==> config.mk <==
export PLATFORM = sky130hd
export DESIGN_NAME = dcc_top
export DESIGN_NICKNAME = d
export VERILOG_FILES = /design/src/hdl/dcc_pkg.sv /design/src/hdl/dcc_top.sv /design/src/hdl/dcc_mismatch.sv
export SDC_FILE = /design/constraint.sdc
export NUM_CORES = 1
export LEC_CHECK = 0
export ABC_CLOCK_PERIOD_IN_PS = 2800
export BUFFER_PORTS_ARGS = -buffer_cell sky130_fd_sc_hd__buf_2
export CAP_MARGIN = 15
export CELL_PAD_IN_SITES_DETAIL_PLACEMENT = 1
export CELL_PAD_IN_SITES_GLOBAL_PLACEMENT = 2
export CORE_AREA = 2 2 103 105
export CTS_BUF_LIST = sky130_fd_sc_hd__clkbuf_8
export DETAILED_ROUTE_END_ITERATION = 8
export DIE_AREA = 0 0 105 107
export GPL_TIMING_DRIVEN = 1
export PLACE_DENSITY_LB_ADDON = 0.1
export SLEW_MARGIN = 20
export SYNTH_ARGS = -nofsm -noshare
export SYNTH_HDL_FRONTEND = slang
export SYNTH_SLANG_ARGS = --single-unit
==> constraint.sdc <==
create_clock -name CLK_SYS -period 2.8 [get_ports CLK_SYS]
set_input_delay 0.42 -clock CLK_SYS [delete_from_list [all_inputs] [get_ports CLK_SYS]]
set_output_delay 0.42 -clock CLK_SYS [all_outputs]
set_load 0.005 [all_outputs]
==> src/hdl/dcc_pkg.sv <==
// Package for the dual comparator control block: register offsets, fields, modes and reset values.
// Assumes a simple byte-wide register port with one-cycle read latency.
package dcc_pkg;
	// Register offsets on the plain register port.
	localparam logic [1:0] DCC_ADDR_CTRL  = 2'h0; // comparator_control_reg
	localparam logic [1:0] DCC_ADDR_FLAGS = 2'h1; // peripheral_event_flags
	localparam logic [1:0] DCC_ADDR_MASK  = 2'h2; // peripheral_enable_mask
	localparam logic [1:0] DCC_ADDR_CFG1  = 2'h3; // irq enables and gate sync

	// Control register fields.
	localparam int DCC_CTRL_OUT2 = 7;
	localparam int DCC_CTRL_OUT1 = 6;
	localparam int DCC_CTRL_INV2 = 5;
	localparam int DCC_CTRL_INV1 = 4;
	localparam int DCC_CTRL_CIS  = 3;
	localparam int DCC_CTRL_MODE = 0;

	// Flag and mask register positions for the two comparators.
	localparam int DCC_BIT_C2 = 4;
	localparam int DCC_BIT_C1 = 3;

	// Own configuration register fields.
	localparam int DCC_CFG_GIE  = 7;
	localparam int DCC_CFG_PERIPHERAL_IRQ_ENABLE = 6;
	localparam int DCC_CFG_SYNC = 0;

	localparam logic [7:0] DCC_RESET_BYTE = 8'h00;
	localparam logic [7:0] DCC_CTRL_WMASK = 8'h3f;

	// Operating modes of the shared mode field.
	typedef enum logic [2:0] {
		DCC_MODE_OFF_ANALOG = 3'b000,
		DCC_MODE_MUX3       = 3'b001,
		DCC_MODE_MUX4       = 3'b010,
		DCC_MODE_COMMON     = 3'b011,
		DCC_MODE_INDEP2     = 3'b100,
		DCC_MODE_INDEP1     = 3'b101,
		DCC_MODE_COMMON_OUT = 3'b110,
		DCC_MODE_OFF_DIGITAL= 3'b111
	} dcc_mode_t;

	// Pin function codes.
	localparam logic [1:0] DCC_PIN_IO     = 2'h0;
	localparam logic [1:0] DCC_PIN_ANALOG = 2'h1;
	localparam logic [1:0] DCC_PIN_DIG    = 2'h2;

	// Quarter phase counter width and value that marks the first quarter.
	localparam logic [1:0] DCC_Q1_PHASE = 2'h0;
endpackage

==> src/hdl/dcc_top.sv <==
// Dual comparator control: polarity, pin routing, change detection and interrupt gating.
// Assumes raw comparator results arrive asynchronously and the register master never waits.
//
// The placing of the registers and the strobed register port were chosen for this implementation.
`timescale 1ns/1ns
// Contract
// - Output high when noninverting exceeds inverting
// - Invert bit complements status and pin
// - Three-bit mode picks pin functions
// - Analog pins read as zero
// - Digital output pins override port value
// - Only mode 110 drives output pins
// - Status bits show adjusted state, zero in modes 000 and 111
// - Input switch selects inverting pin
// - One mode field governs both comparators
// - Only comparator two feeds counter gate
// - Control read captures reference latch
// - First-quarter sample compared with reference
// - Flag held while mismatch persists
// - Control write also refreshes reference
// - Flag cleared by zero, set by one
// - Request needs all three enables
// - Flag sets regardless of enables
// - Clear ignored during persistent mismatch
// - Modes 000 and 111 are off
// - Reset returns to mode 000
// - Gate output latched on counter falling edge
module dcc_top
	import dcc_pkg::*;
#(
	parameter int unsigned PORT_PINS = 6
) (
	input  wire logic                 CLK_SYS,      // System clock, 20 MHz.
	input  wire logic                 RST_B,        // Asynchronous active-low reset.
	input  wire logic [1:0]           ADDR,         // Register address.
	input  wire logic [7:0]           WDATA,        // Register write data.
	input  wire logic                 WR,           // Write strobe.
	input  wire logic                 RD,           // Read strobe.
	output logic      [7:0]           RDATA,        // Read data, one cycle after RD.
	input  wire logic [1:0]           CMP_RAW,      // Raw comparator results, bit0 is comparator one.
	input  wire logic                 CNT_CLK,      // Gated counter clock after prescaler.
	input  wire logic [PORT_PINS-1:0] PIN_IN,       // Pad levels of the port pins.
	input  wire logic [PORT_PINS-1:0] PORT_OUT,     // Port output latch values.
	input  wire logic [PORT_PINS-1:0] PORT_DIR,     // pin_direction_bit values, 1 means input.
	output logic      [PORT_PINS-1:0] PORT_RD,      // Port read values after analog masking.
	output logic      [PORT_PINS-1:0] PIN_OUT,      // Pad output data.
	output logic      [PORT_PINS-1:0] PIN_OE_B,     // Pad output enable, low drives.
	output logic      [PORT_PINS-1:0] PIN_ANALOG,   // Pin in analog function, input buffer off.
	output logic      [1:0]           INV_SEL,      // Inverting input select, 1 picks alternate pin.
	output logic      [1:0]           CMP_EN,       // Comparator core enables.
	output logic                      GATE_OUT,     // Comparator two level for counter gate.
	output logic                      IRQ           // Comparator interrupt request.
);
	initial begin
		if (PORT_PINS != 6) begin
			$error("dcc_top supports exactly six comparator pins");
		end
	end

	// Pin indices: 0 c1 inverting, 1 c1 noninverting, 2 c1 out, 3 c2 inverting, 4 c2 noninverting, 5 c2 out.
	localparam int P_C1N = 0;
	localparam int P_C1P = 1;
	localparam int P_C1O = 2;
	localparam int P_C2N = 3;
	localparam int P_C2P = 4;
	localparam int P_C2O = 5;

	logic       rst_s1_q;
	logic       rst_b_q;
	logic [1:0] cmp_s1_q;
	logic [1:0] cmp_s2_q;
	logic       cclk_s1_q;
	logic       cclk_s2_q;
	logic       cclk_old_q;
	logic [1:0] phase_q;
	logic [7:0] ctrl_q;
	logic [7:0] flags_q;
	logic [7:0] mask_q;
	logic [7:0] cfg_q;
	logic [7:0] rdata_q;
	logic       gate_q;
	logic       irq_q;
	logic [PORT_PINS-1:0] port_rd_q;
	logic [PORT_PINS-1:0] pin_out_q;
	logic [PORT_PINS-1:0] pin_oe_b_q;
	logic [PORT_PINS-1:0] pin_an_q;
	logic [PORT_PINS-1:0] pin_s1_q;
	logic [PORT_PINS-1:0] pin_s2_q;
	logic [1:0] inv_sel_q;
	logic [1:0] cmp_en_q;

	// Reset release through two flip-flops.
	always_ff @(posedge CLK_SYS or negedge RST_B) begin
		if (!RST_B) begin
			rst_s1_q <= 1'b0;
			rst_b_q  <= 1'b0;
		end else begin
			rst_s1_q <= 1'b1;
			rst_b_q  <= rst_s1_q;
		end
	end

	// Two-stage synchronisers for comparator results, counter clock and pad levels.
	always_ff @(posedge CLK_SYS or negedge rst_b_q) begin
		if (!rst_b_q) begin
			cmp_s1_q   <= 2'h0;
			cmp_s2_q   <= 2'h0;
			cclk_s1_q  <= 1'b0;
			cclk_s2_q  <= 1'b0;
			cclk_old_q <= 1'b0;
			phase_q    <= 2'h0;
			pin_s1_q   <= '0;
			pin_s2_q   <= '0;
		end else begin
			pin_s1_q   <= PIN_IN;
			pin_s2_q   <= pin_s1_q;
			cmp_s1_q   <= CMP_RAW;
			cmp_s2_q   <= cmp_s1_q;
			cclk_s1_q  <= CNT_CLK;
			cclk_s2_q  <= cclk_s1_q;
			cclk_old_q <= cclk_s2_q;
			phase_q    <= phase_q + 2'h1;
		end
	end

	// Decoding of mode, polarity and register access.
	dcc_mode_t  mode;
	logic       cmp_on;
	logic [1:0] level;
	logic       q1;
	logic       ctrl_touch;
	logic       wr_ctrl;
	logic       wr_flags;
	logic       wr_mask;
	logic       wr_cfg;
	assign mode       = dcc_mode_t'(ctrl_q[DCC_CTRL_MODE +: 3]);
	assign cmp_on     = (mode != DCC_MODE_OFF_ANALOG) && (mode != DCC_MODE_OFF_DIGITAL);
	assign level[0]   = cmp_on & (cmp_s2_q[0] ^ ctrl_q[DCC_CTRL_INV1]);
	assign level[1]   = cmp_on & (cmp_s2_q[1] ^ ctrl_q[DCC_CTRL_INV2]);
	assign q1         = (phase_q == DCC_Q1_PHASE);
	assign ctrl_touch = (RD | WR) && (ADDR == DCC_ADDR_CTRL);
	assign wr_ctrl    = WR && (ADDR == DCC_ADDR_CTRL);
	assign wr_flags   = WR && (ADDR == DCC_ADDR_FLAGS);
	assign wr_mask    = WR && (ADDR == DCC_ADDR_MASK);
	assign wr_cfg     = WR && (ADDR == DCC_ADDR_CFG1);

	// Change detectors, one per comparator.
	logic [1:0] mism;
	logic [1:0] rise;
	genvar gi;
	generate
		for (gi = 0; gi < 2; gi++) begin : g_mm
			dcc_mismatch u_mm (
				.clk        (CLK_SYS),
				.rst_b      (rst_b_q),
				.q1         (q1),
				.ctrl_touch (ctrl_touch),
				.level      (level[gi]),
				.mismatch   (mism[gi]),
				.rise       (rise[gi])
			);
		end
	endgenerate

	// Pin function per mode, returned as two bits per pin.
	function automatic logic [11:0] pin_func(input dcc_mode_t m);
		logic [11:0] f;
		f = {6{DCC_PIN_ANALOG}};
		case (m)
			DCC_MODE_OFF_ANALOG:  f = {6{DCC_PIN_ANALOG}};
			DCC_MODE_MUX3:        f = {DCC_PIN_IO, DCC_PIN_ANALOG, DCC_PIN_ANALOG, DCC_PIN_IO,
			                           DCC_PIN_ANALOG, DCC_PIN_ANALOG};
			DCC_MODE_COMMON:      f = {DCC_PIN_IO, DCC_PIN_ANALOG, DCC_PIN_IO, DCC_PIN_IO,
			                           DCC_PIN_ANALOG, DCC_PIN_ANALOG};
			DCC_MODE_INDEP1:      f = {DCC_PIN_IO, DCC_PIN_ANALOG, DCC_PIN_ANALOG, DCC_PIN_IO,
			                           DCC_PIN_IO, DCC_PIN_IO};
			DCC_MODE_COMMON_OUT:  f = {DCC_PIN_DIG, DCC_PIN_ANALOG, DCC_PIN_IO, DCC_PIN_DIG,
			                           DCC_PIN_ANALOG, DCC_PIN_ANALOG};
			DCC_MODE_OFF_DIGITAL: f = {6{DCC_PIN_IO}};
			default:              f = {DCC_PIN_IO, DCC_PIN_ANALOG, DCC_PIN_ANALOG, DCC_PIN_IO,
			                           DCC_PIN_ANALOG, DCC_PIN_ANALOG};
		endcase
		return f;
	endfunction

	// Next pin state from the pin function table.
	logic [11:0]          pf;
	logic [PORT_PINS-1:0] is_an;
	logic [PORT_PINS-1:0] is_dig;
	logic [PORT_PINS-1:0] dig_val;
	logic [PORT_PINS-1:0] pin_out_d;
	logic [PORT_PINS-1:0] pin_oe_b_d;
	logic [PORT_PINS-1:0] port_rd_d;
	assign pf = pin_func(mode);
	generate
		for (gi = 0; gi < PORT_PINS; gi++) begin : g_pin
			assign is_an[gi]      = (pf[2*gi +: 2] == DCC_PIN_ANALOG);
			assign is_dig[gi]     = (pf[2*gi +: 2] == DCC_PIN_DIG);
			assign dig_val[gi]    = (gi == P_C2O) ? level[1] : level[0];
			assign pin_out_d[gi]  = is_dig[gi] ? dig_val[gi] : PORT_OUT[gi];
			assign pin_oe_b_d[gi] = PORT_DIR[gi];
			assign port_rd_d[gi]  = is_an[gi] ? 1'b0 : pin_s2_q[gi];
		end
	endgenerate

	// Input switch applies to comparator one in 001, both in 010.
	logic [1:0] inv_sel_d;
	assign inv_sel_d[0] = ctrl_q[DCC_CTRL_CIS] && ((mode == DCC_MODE_MUX3) || (mode == DCC_MODE_MUX4));
	assign inv_sel_d[1] = ctrl_q[DCC_CTRL_CIS] && (mode == DCC_MODE_MUX4);

	// Flag next value: hardware set wins, clear ignored while mismatch persists.
	logic [7:0] flags_d;
	logic [7:0] flags_w;
	logic [7:0] hw_set;
	logic [7:0] hold;
	assign flags_w = wr_flags ? WDATA : flags_q;
	assign hw_set  = {3'h0, rise[1], rise[0], 3'h0} << (DCC_BIT_C1 - 3);
	assign hold    = {3'h0, mism[1], mism[0], 3'h0} << (DCC_BIT_C1 - 3);
	assign flags_d = flags_w | hw_set | hold;

	// Interrupt request needs individual, peripheral and global enables.
	logic irq_d;
	assign irq_d = cfg_q[DCC_CFG_GIE] && cfg_q[DCC_CFG_PERIPHERAL_IRQ_ENABLE] &&
	               |(flags_d & mask_q & ((8'h1 << DCC_BIT_C1) | (8'h1 << DCC_BIT_C2)));

	// Gate output: synchronised mode latches on the counter clock falling edge.
	logic gate_d;
	assign gate_d = !cfg_q[DCC_CFG_SYNC] ? level[1] :
	                (cclk_old_q && !cclk_s2_q) ? level[1] : gate_q;

	// Read data selection.
	logic [7:0] ctrl_view;
	logic [7:0] rdata_d;
	assign ctrl_view = {level[1], level[0], ctrl_q[5:0]};
	assign rdata_d = !RD ? 8'h00 :
	                 (ADDR == DCC_ADDR_CTRL)  ? ctrl_view :
	                 (ADDR == DCC_ADDR_FLAGS) ? flags_q :
	                 (ADDR == DCC_ADDR_MASK)  ? mask_q : cfg_q;

	// Registers and output flops.
	always_ff @(posedge CLK_SYS or negedge rst_b_q) begin
		if (!rst_b_q) begin
			ctrl_q     <= DCC_RESET_BYTE;
			flags_q    <= DCC_RESET_BYTE;
			mask_q     <= DCC_RESET_BYTE;
			cfg_q      <= DCC_RESET_BYTE;
			rdata_q    <= DCC_RESET_BYTE;
			gate_q     <= 1'b0;
			irq_q      <= 1'b0;
			port_rd_q  <= '0;
			pin_out_q  <= '0;
			pin_oe_b_q <= '1;
			pin_an_q   <= '1;
			inv_sel_q  <= 2'h0;
			cmp_en_q   <= 2'h0;
		end else begin
			if (wr_ctrl) begin
				ctrl_q <= WDATA & DCC_CTRL_WMASK;
			end
			if (wr_mask) begin
				mask_q <= WDATA;
			end
			if (wr_cfg) begin
				cfg_q <= WDATA;
			end
			flags_q    <= flags_d;
			rdata_q    <= rdata_d;
			gate_q     <= gate_d;
			irq_q      <= irq_d;
			port_rd_q  <= port_rd_d;
			pin_out_q  <= pin_out_d;
			pin_oe_b_q <= pin_oe_b_d;
			pin_an_q   <= is_an;
			inv_sel_q  <= inv_sel_d;
			cmp_en_q   <= {2{cmp_on}};
		end
	end

	assign RDATA      = rdata_q;
	assign PORT_RD    = port_rd_q;
	assign PIN_OUT    = pin_out_q;
	assign PIN_OE_B   = pin_oe_b_q;
	assign PIN_ANALOG = pin_an_q;
	assign INV_SEL    = inv_sel_q;
	assign CMP_EN     = cmp_en_q;
	assign GATE_OUT   = gate_q;
	assign IRQ        = irq_q;

	// A new mismatch shows in the flag one edge later.
	property p_flag_set;
		@(posedge CLK_SYS) disable iff (!rst_b_q) rise[0] |=> flags_q[DCC_BIT_C1];
	endproperty
	a_flag_set: assert property (p_flag_set) else $error("change flag not set after mismatch");

	// A clear is refused while mismatch persists.
	property p_hold;
		@(posedge CLK_SYS) disable iff (!rst_b_q) mism[1] |=> flags_q[DCC_BIT_C2];
	endproperty
	a_hold: assert property (p_hold) else $error("change flag dropped during mismatch");

	// A control access loads the reference latch with the adjusted level.
	property p_touch;
		@(posedge CLK_SYS) disable iff (!rst_b_q) ctrl_touch |=> g_mm[0].u_mm.ref_q == $past(level[0]);
	endproperty
	a_touch: assert property (p_touch) else $error("mismatch survives control access");

	// Interrupt requires the global and peripheral enables.
	property p_irq;
		@(posedge CLK_SYS) disable iff (!rst_b_q) IRQ |-> $past(cfg_q[DCC_CFG_GIE]) && $past(cfg_q[DCC_CFG_PERIPHERAL_IRQ_ENABLE]);
	endproperty
	a_irq: assert property (p_irq) else $error("request without enables");

	// Off modes read back zero status bits on the register port.
	property p_off;
		@(posedge CLK_SYS) disable iff (!rst_b_q) (RD && (ADDR == DCC_ADDR_CTRL) && !cmp_on) |=> RDATA[7:6] == 2'h0;
	endproperty
	a_off: assert property (p_off) else $error("status nonzero while off");

	// A software clear takes effect when no mismatch holds the flag.
	property p_clear;
		@(posedge CLK_SYS) disable iff (!rst_b_q) (wr_flags && !WDATA[DCC_BIT_C1] && !mism[0]) |=> !flags_q[DCC_BIT_C1];
	endproperty
	a_clear: assert property (p_clear) else $error("change flag clear ignored without mismatch");

	// A written one sets the flag as a simulated event.
	property p_soft_set;
		@(posedge CLK_SYS) disable iff (!rst_b_q) (wr_flags && WDATA[DCC_BIT_C1]) |=> flags_q[DCC_BIT_C1];
	endproperty
	a_soft_set: assert property (p_soft_set) else $error("written one did not set change flag");

	// Analog pins read zero.
	property p_analog;
		@(posedge CLK_SYS) disable iff (!rst_b_q) is_an[P_C1N] |=> !PORT_RD[P_C1N];
	endproperty
	a_analog: assert property (p_analog) else $error("analog pin read nonzero");

	// Output pins follow comparator only in mode 110.
	property p_dig;
		@(posedge CLK_SYS) disable iff (!rst_b_q) (mode == DCC_MODE_COMMON_OUT) |=> PIN_OUT[P_C2O] == $past(level[1]);
	endproperty
	a_dig: assert property (p_dig) else $error("output pin not driven by comparator");

	// Switch idle outside mux modes.
	property p_sw;
		@(posedge CLK_SYS) disable iff (!rst_b_q) (mode != DCC_MODE_MUX4) |=> !INV_SEL[1];
	endproperty
	a_sw: assert property (p_sw) else $error("comparator two switched outside mode 010");
endmodule

==> src/hdl/dcc_mismatch.sv <==
// Mismatch detector for one comparator: sampling latch, reference latch and compare.
// Assumes the comparator level is already synchronised to CLK_SYS.
`timescale 1ns/1ns
module dcc_mismatch (
	input  wire logic clk,        // System clock.
	input  wire logic rst_b,      // Synchronised active-low reset.
	input  wire logic q1,         // First quarter phase strobe.
	input  wire logic ctrl_touch, // Read or write of the control register.
	input  wire logic level,      // Polarity-adjusted comparator level.
	output logic      mismatch,   // Sample differs from reference.
	output logic      rise        // Mismatch newly appears this cycle.
);
	logic sample_q;
	logic ref_q;
	logic mism_q;

	// Reference latch updates on control access; sample latch on first quarter.
	always_ff @(posedge clk or negedge rst_b) begin
		if (!rst_b) begin
			sample_q <= 1'b0;
			ref_q    <= 1'b0;
			mism_q   <= 1'b0;
		end else begin
			if (ctrl_touch) begin
				ref_q <= level;
			end
			if (q1) begin
				sample_q <= level;
			end
			mism_q <= mismatch;
		end
	end

	// A control access forces the mismatch off in that cycle.
	assign mismatch = (sample_q ^ ref_q) & ~ctrl_touch;
	assign rise     = mismatch & ~mism_q;
endmodule

==> qor.yml <==
outcome:
  status: "finished clean"
power_and_ir_drop:
  p_seq_share_pct: 52.4
  comb_power_share_pct: 15.5
  switching_share_pct: 25.94
  p_per_area_nw_per_um2: 751.7
  vdd_drop_max_v: 0.0002350
  p_leak_nw: 1.948
  power_switching_mw: 0.8162
  intPower_mw: 2.331
  pwr-share-clk_pct: 32.1
global_routing:
  grt_pass1_wl_mm: 11.55
  antenna_found_initial: 0
  grtUsageTotal_pct: 13.61
  grt_pass1_vias: 2142
  grt.overflow.total: 0
  grt_max_degree: 57
cts:
  ctsRootBufferMaster: "clkbuf_8"
  cts_sinks: 92
  htree_levels: 3
  clk_path_buf_depth: 2
  cts_buffers: 9
  clkTransAtPathRegs_ns: 0.09
  clk_latency_ns: 0.35
  cts_tree: "yes"
  post_cts_resized: 0
logic_synthesis:
  syn-num-nets: 260
  synth_warnings: 0
  synth-async-reset-ratio_pct: 100.0
  netlist_area_sq_um: 3472
  synth.most_common_cell: "dfrtp_1"
  synth_cell_types: 38
  syn_avg_cell_area_sq_um: 15.57
  yosys-top-cells-count: "dfrtp_1, mux2_2, dfstp_2"
  synthFlopType: "dfrtp_1"
  synth-edff-count: 0
  seq_area_frac_synth_pct: 66.67
  synthTopCellsByArea: "dfrtp_1, mux2_2, dfstp_2"
  synth.largest_area_cell: "dfrtp_1"
  ys_seq_elements: 92
  synthesis.instances: 223
  yosysTopAreaCellShare_pct: 59.10
cells_and_area:
  diodes: 0
  drive_gt1_share_pct: 49.50
  nNetsFinal: 335
  multi_input_area_sq_um: 1032
  fill_cells: 1068
  ff_latch_area_sq_um: 2318
  syn2layout_area_growth_pct: 20.58
  final_util_pct: 41.48
critical_path:
  cp_slowest_stage_delay_ns: 0.52
  r2r_start: "ctrl_q[0]"
  r2r_end: "PIN_OUT[5]"
  crit_fanout: 8
  worstSetupEndpointType: "register"
  path_class: "register to register"
  slowest_stage: "dfrtp_1"
  start_kind: "register"
  cp_cell_sequence: "inv_1, fa_1, nor4_2, mux2_2"
  cp_top_family: "flip-flops"
  path_buf_inv: 1
  reg2reg_slack_ns: 0.80
  arrival_ns: 2.24
  cp.required_ns: 3.04
  ff2ff_path_depth: 4
floorplanning:
  core-area_sq_um: 10090
  die-area_sq_um: 11240
  io_pins: 73
  die_w_microns: 105
  die_y_microns: 107
  start_util_pct: 34.40
  num_rows: 37
job:
  drv_cap: 0
min_path:
  min_path_cells: 1
  hp-class: "primary input to register"
  min_from: "PORT_DIR[2]"
  min_to: "PIN_OE_B[2]"
timing:
  setup_viol: 0
  rsz0062_at_grt: "no"
  final-max-slew-violation-count: 0
  slew-limit-headroom_pct: 60.03
  finClkSkew_ns: 0.006482
  final_hold_viol_count: 0
  fmax_mhz: 500.1
  worst_pin_slew_ns: 0.5978
  tns_ns: 0
  period_share_pct: 71.42
  min_period_ns: 2.000
route:
  wire_per_inst_microns: 15.84
  via_count: 2000
  routed_wl_mm: 6.954
  detail-route-antenna-nets: 0
  drtIter0Drc: 37
  viasPerCell: 4.556
  firstDrtPassIters: 4
  drc: 0
place:
  numPortBuffers: 72
  hpwl_mm: 4.770
  place_congestion: 0.6828
sequential cells by signal, indices dropped and copies added, names as in the netlist, 2 cells and up, named ones only:
name,flops
cfg_q,8
g_mm.u_mm.ref_q,2
INV_SEL,2
g_mm.u_mm.sample_q,2
flags_q,5
mask_q,8
PIN_ANALOG,4
PORT_RD,6
pin_s2_q,6
phase_q,2
cmp_s1_q,2
pin_s1_q,6
PIN_OUT,6
ctrl_q,6
cmp_s2_q,2
PIN_OE_B,6
RDATA,8
worst max-delay path by stage:
stage | startpoint | end | slack (ns) | cells past startpoint
6_report | ctrl_q[0] | PIN_OUT[5] | 0.80 | 4
3_5_place_dp | ADDR[0] | IRQ | 0.77 | 4
2_1_floorplan | rst_b_q | CMP_EN[0] | 0.07 | 0
5_1_grt | ctrl_q[1] | PIN_OUT[5] | 0.69 | 4
3_3_place_gp | ctrl_q[0] | PIN_OUT[5] | 0.77 | 4
4_1_cts | ctrl_q[0] | PIN_OUT[5] | 0.76 | 4
metal layers:
| metal | GRT usage (%) | share of wire (%) |
|---|---|---|
| met5 | 0 | 0 |
| met4 | 6.000 | 1.5 |
| met3 | 2.736 | 3.7 |
| met2 | 21.80 | 50 |
| met1 | 18.01 | 45 |
cells in the final DEF (no fill, tap or decap), types with 4 or more instances in the layout:
cell and count:
clkinv_4 4, and3_1 5, clkbuf_8 10, o21ai_0 4, mux4_2 5, nand4_1 5, inv_1 9, mux2_2 34
nor2_1 4, dfstp_2 10, and2_1 8, dfrtp_1 81, mux2i_1 4, buf_2 72, nand2_1 8, xor2_1 4
worst reg2reg max path: stages, from the launching register on:
cell,delay (ns)
dfrtp_1,0.52
inv_1,0.13
fa_1,0.51
nor4_2,0.35
mux2_2,0.39
power groups by stage:
| stage | sequential (mW) | clock, mW | combinational [mW] |
|---|---|---|---|
| after global placement | 1.68 | 0 | 0.494 |
| after floorplan | 1.66 | 0 | 0.324 |
| after detailed placement | 1.68 | 0 | 0.503 |
| final | 1.65 | 1.01 | 0.488 |
| after CTS | 1.65 | 1.05 | 0.506 |
| after global routing | 1.68 | 1.10 | 0.552 |
timing repair:
| action | CTS | global route |
|---|---|---|
| hold buffers | 1 | 0 |
| endpoints found under the hold margin | 2 | 0 |
| buffers inserted | 0 | 0 |
metrics by stage:
stage	hold slack [ns]	std cells	area [sq um]	setup WS [ns]	total power [mW]
6_report	0.1547	439	4187	0.8002	3.147
5_1_grt	0.1308	439	4187	0.6875	3.336
4_1_cts	0.1286	439	4187	0.7643	3.214
3_5_place_dp	0.2094	422	3944	0.7656	2.183
3_3_place_gp	0.2065	422	3944	0.7731	2.172
2_1_floorplan	0.1244	223	3472	0.06515	1.984
final cells by class:
cell class | instances | share of cell area (%)
repair buffers | 74 | 9.325
flip-flops and latches | 92 | 55.38
well taps | 136 | 4.065
multi-input cells | 111 | 24.66
clock buffers | 10 | 3.288
clock inverters | 6 | 2.271
inverters | 10 | 1.016
cell families (layout without fill, tap and decap cells):
logic type | count (synthesis) | after routing | share of synthesized area [%]
DFF | 92 | 92 | 66.67
adders and majority gates | 2 | 2 | 0.9369
xor gates and xnor gates | 6 | 6 | 1.514
AOI/OAI and AO/OA | 15 | 15 | 2.991
and+or+nand+nor | 43 | 43 | 8.000
other | 1 | 1 | 0.1080
buffers and inverters | 20 | 100 | 3.603
muxes | 44 | 44 | 16.18
(Power assumes the default switching activity.)
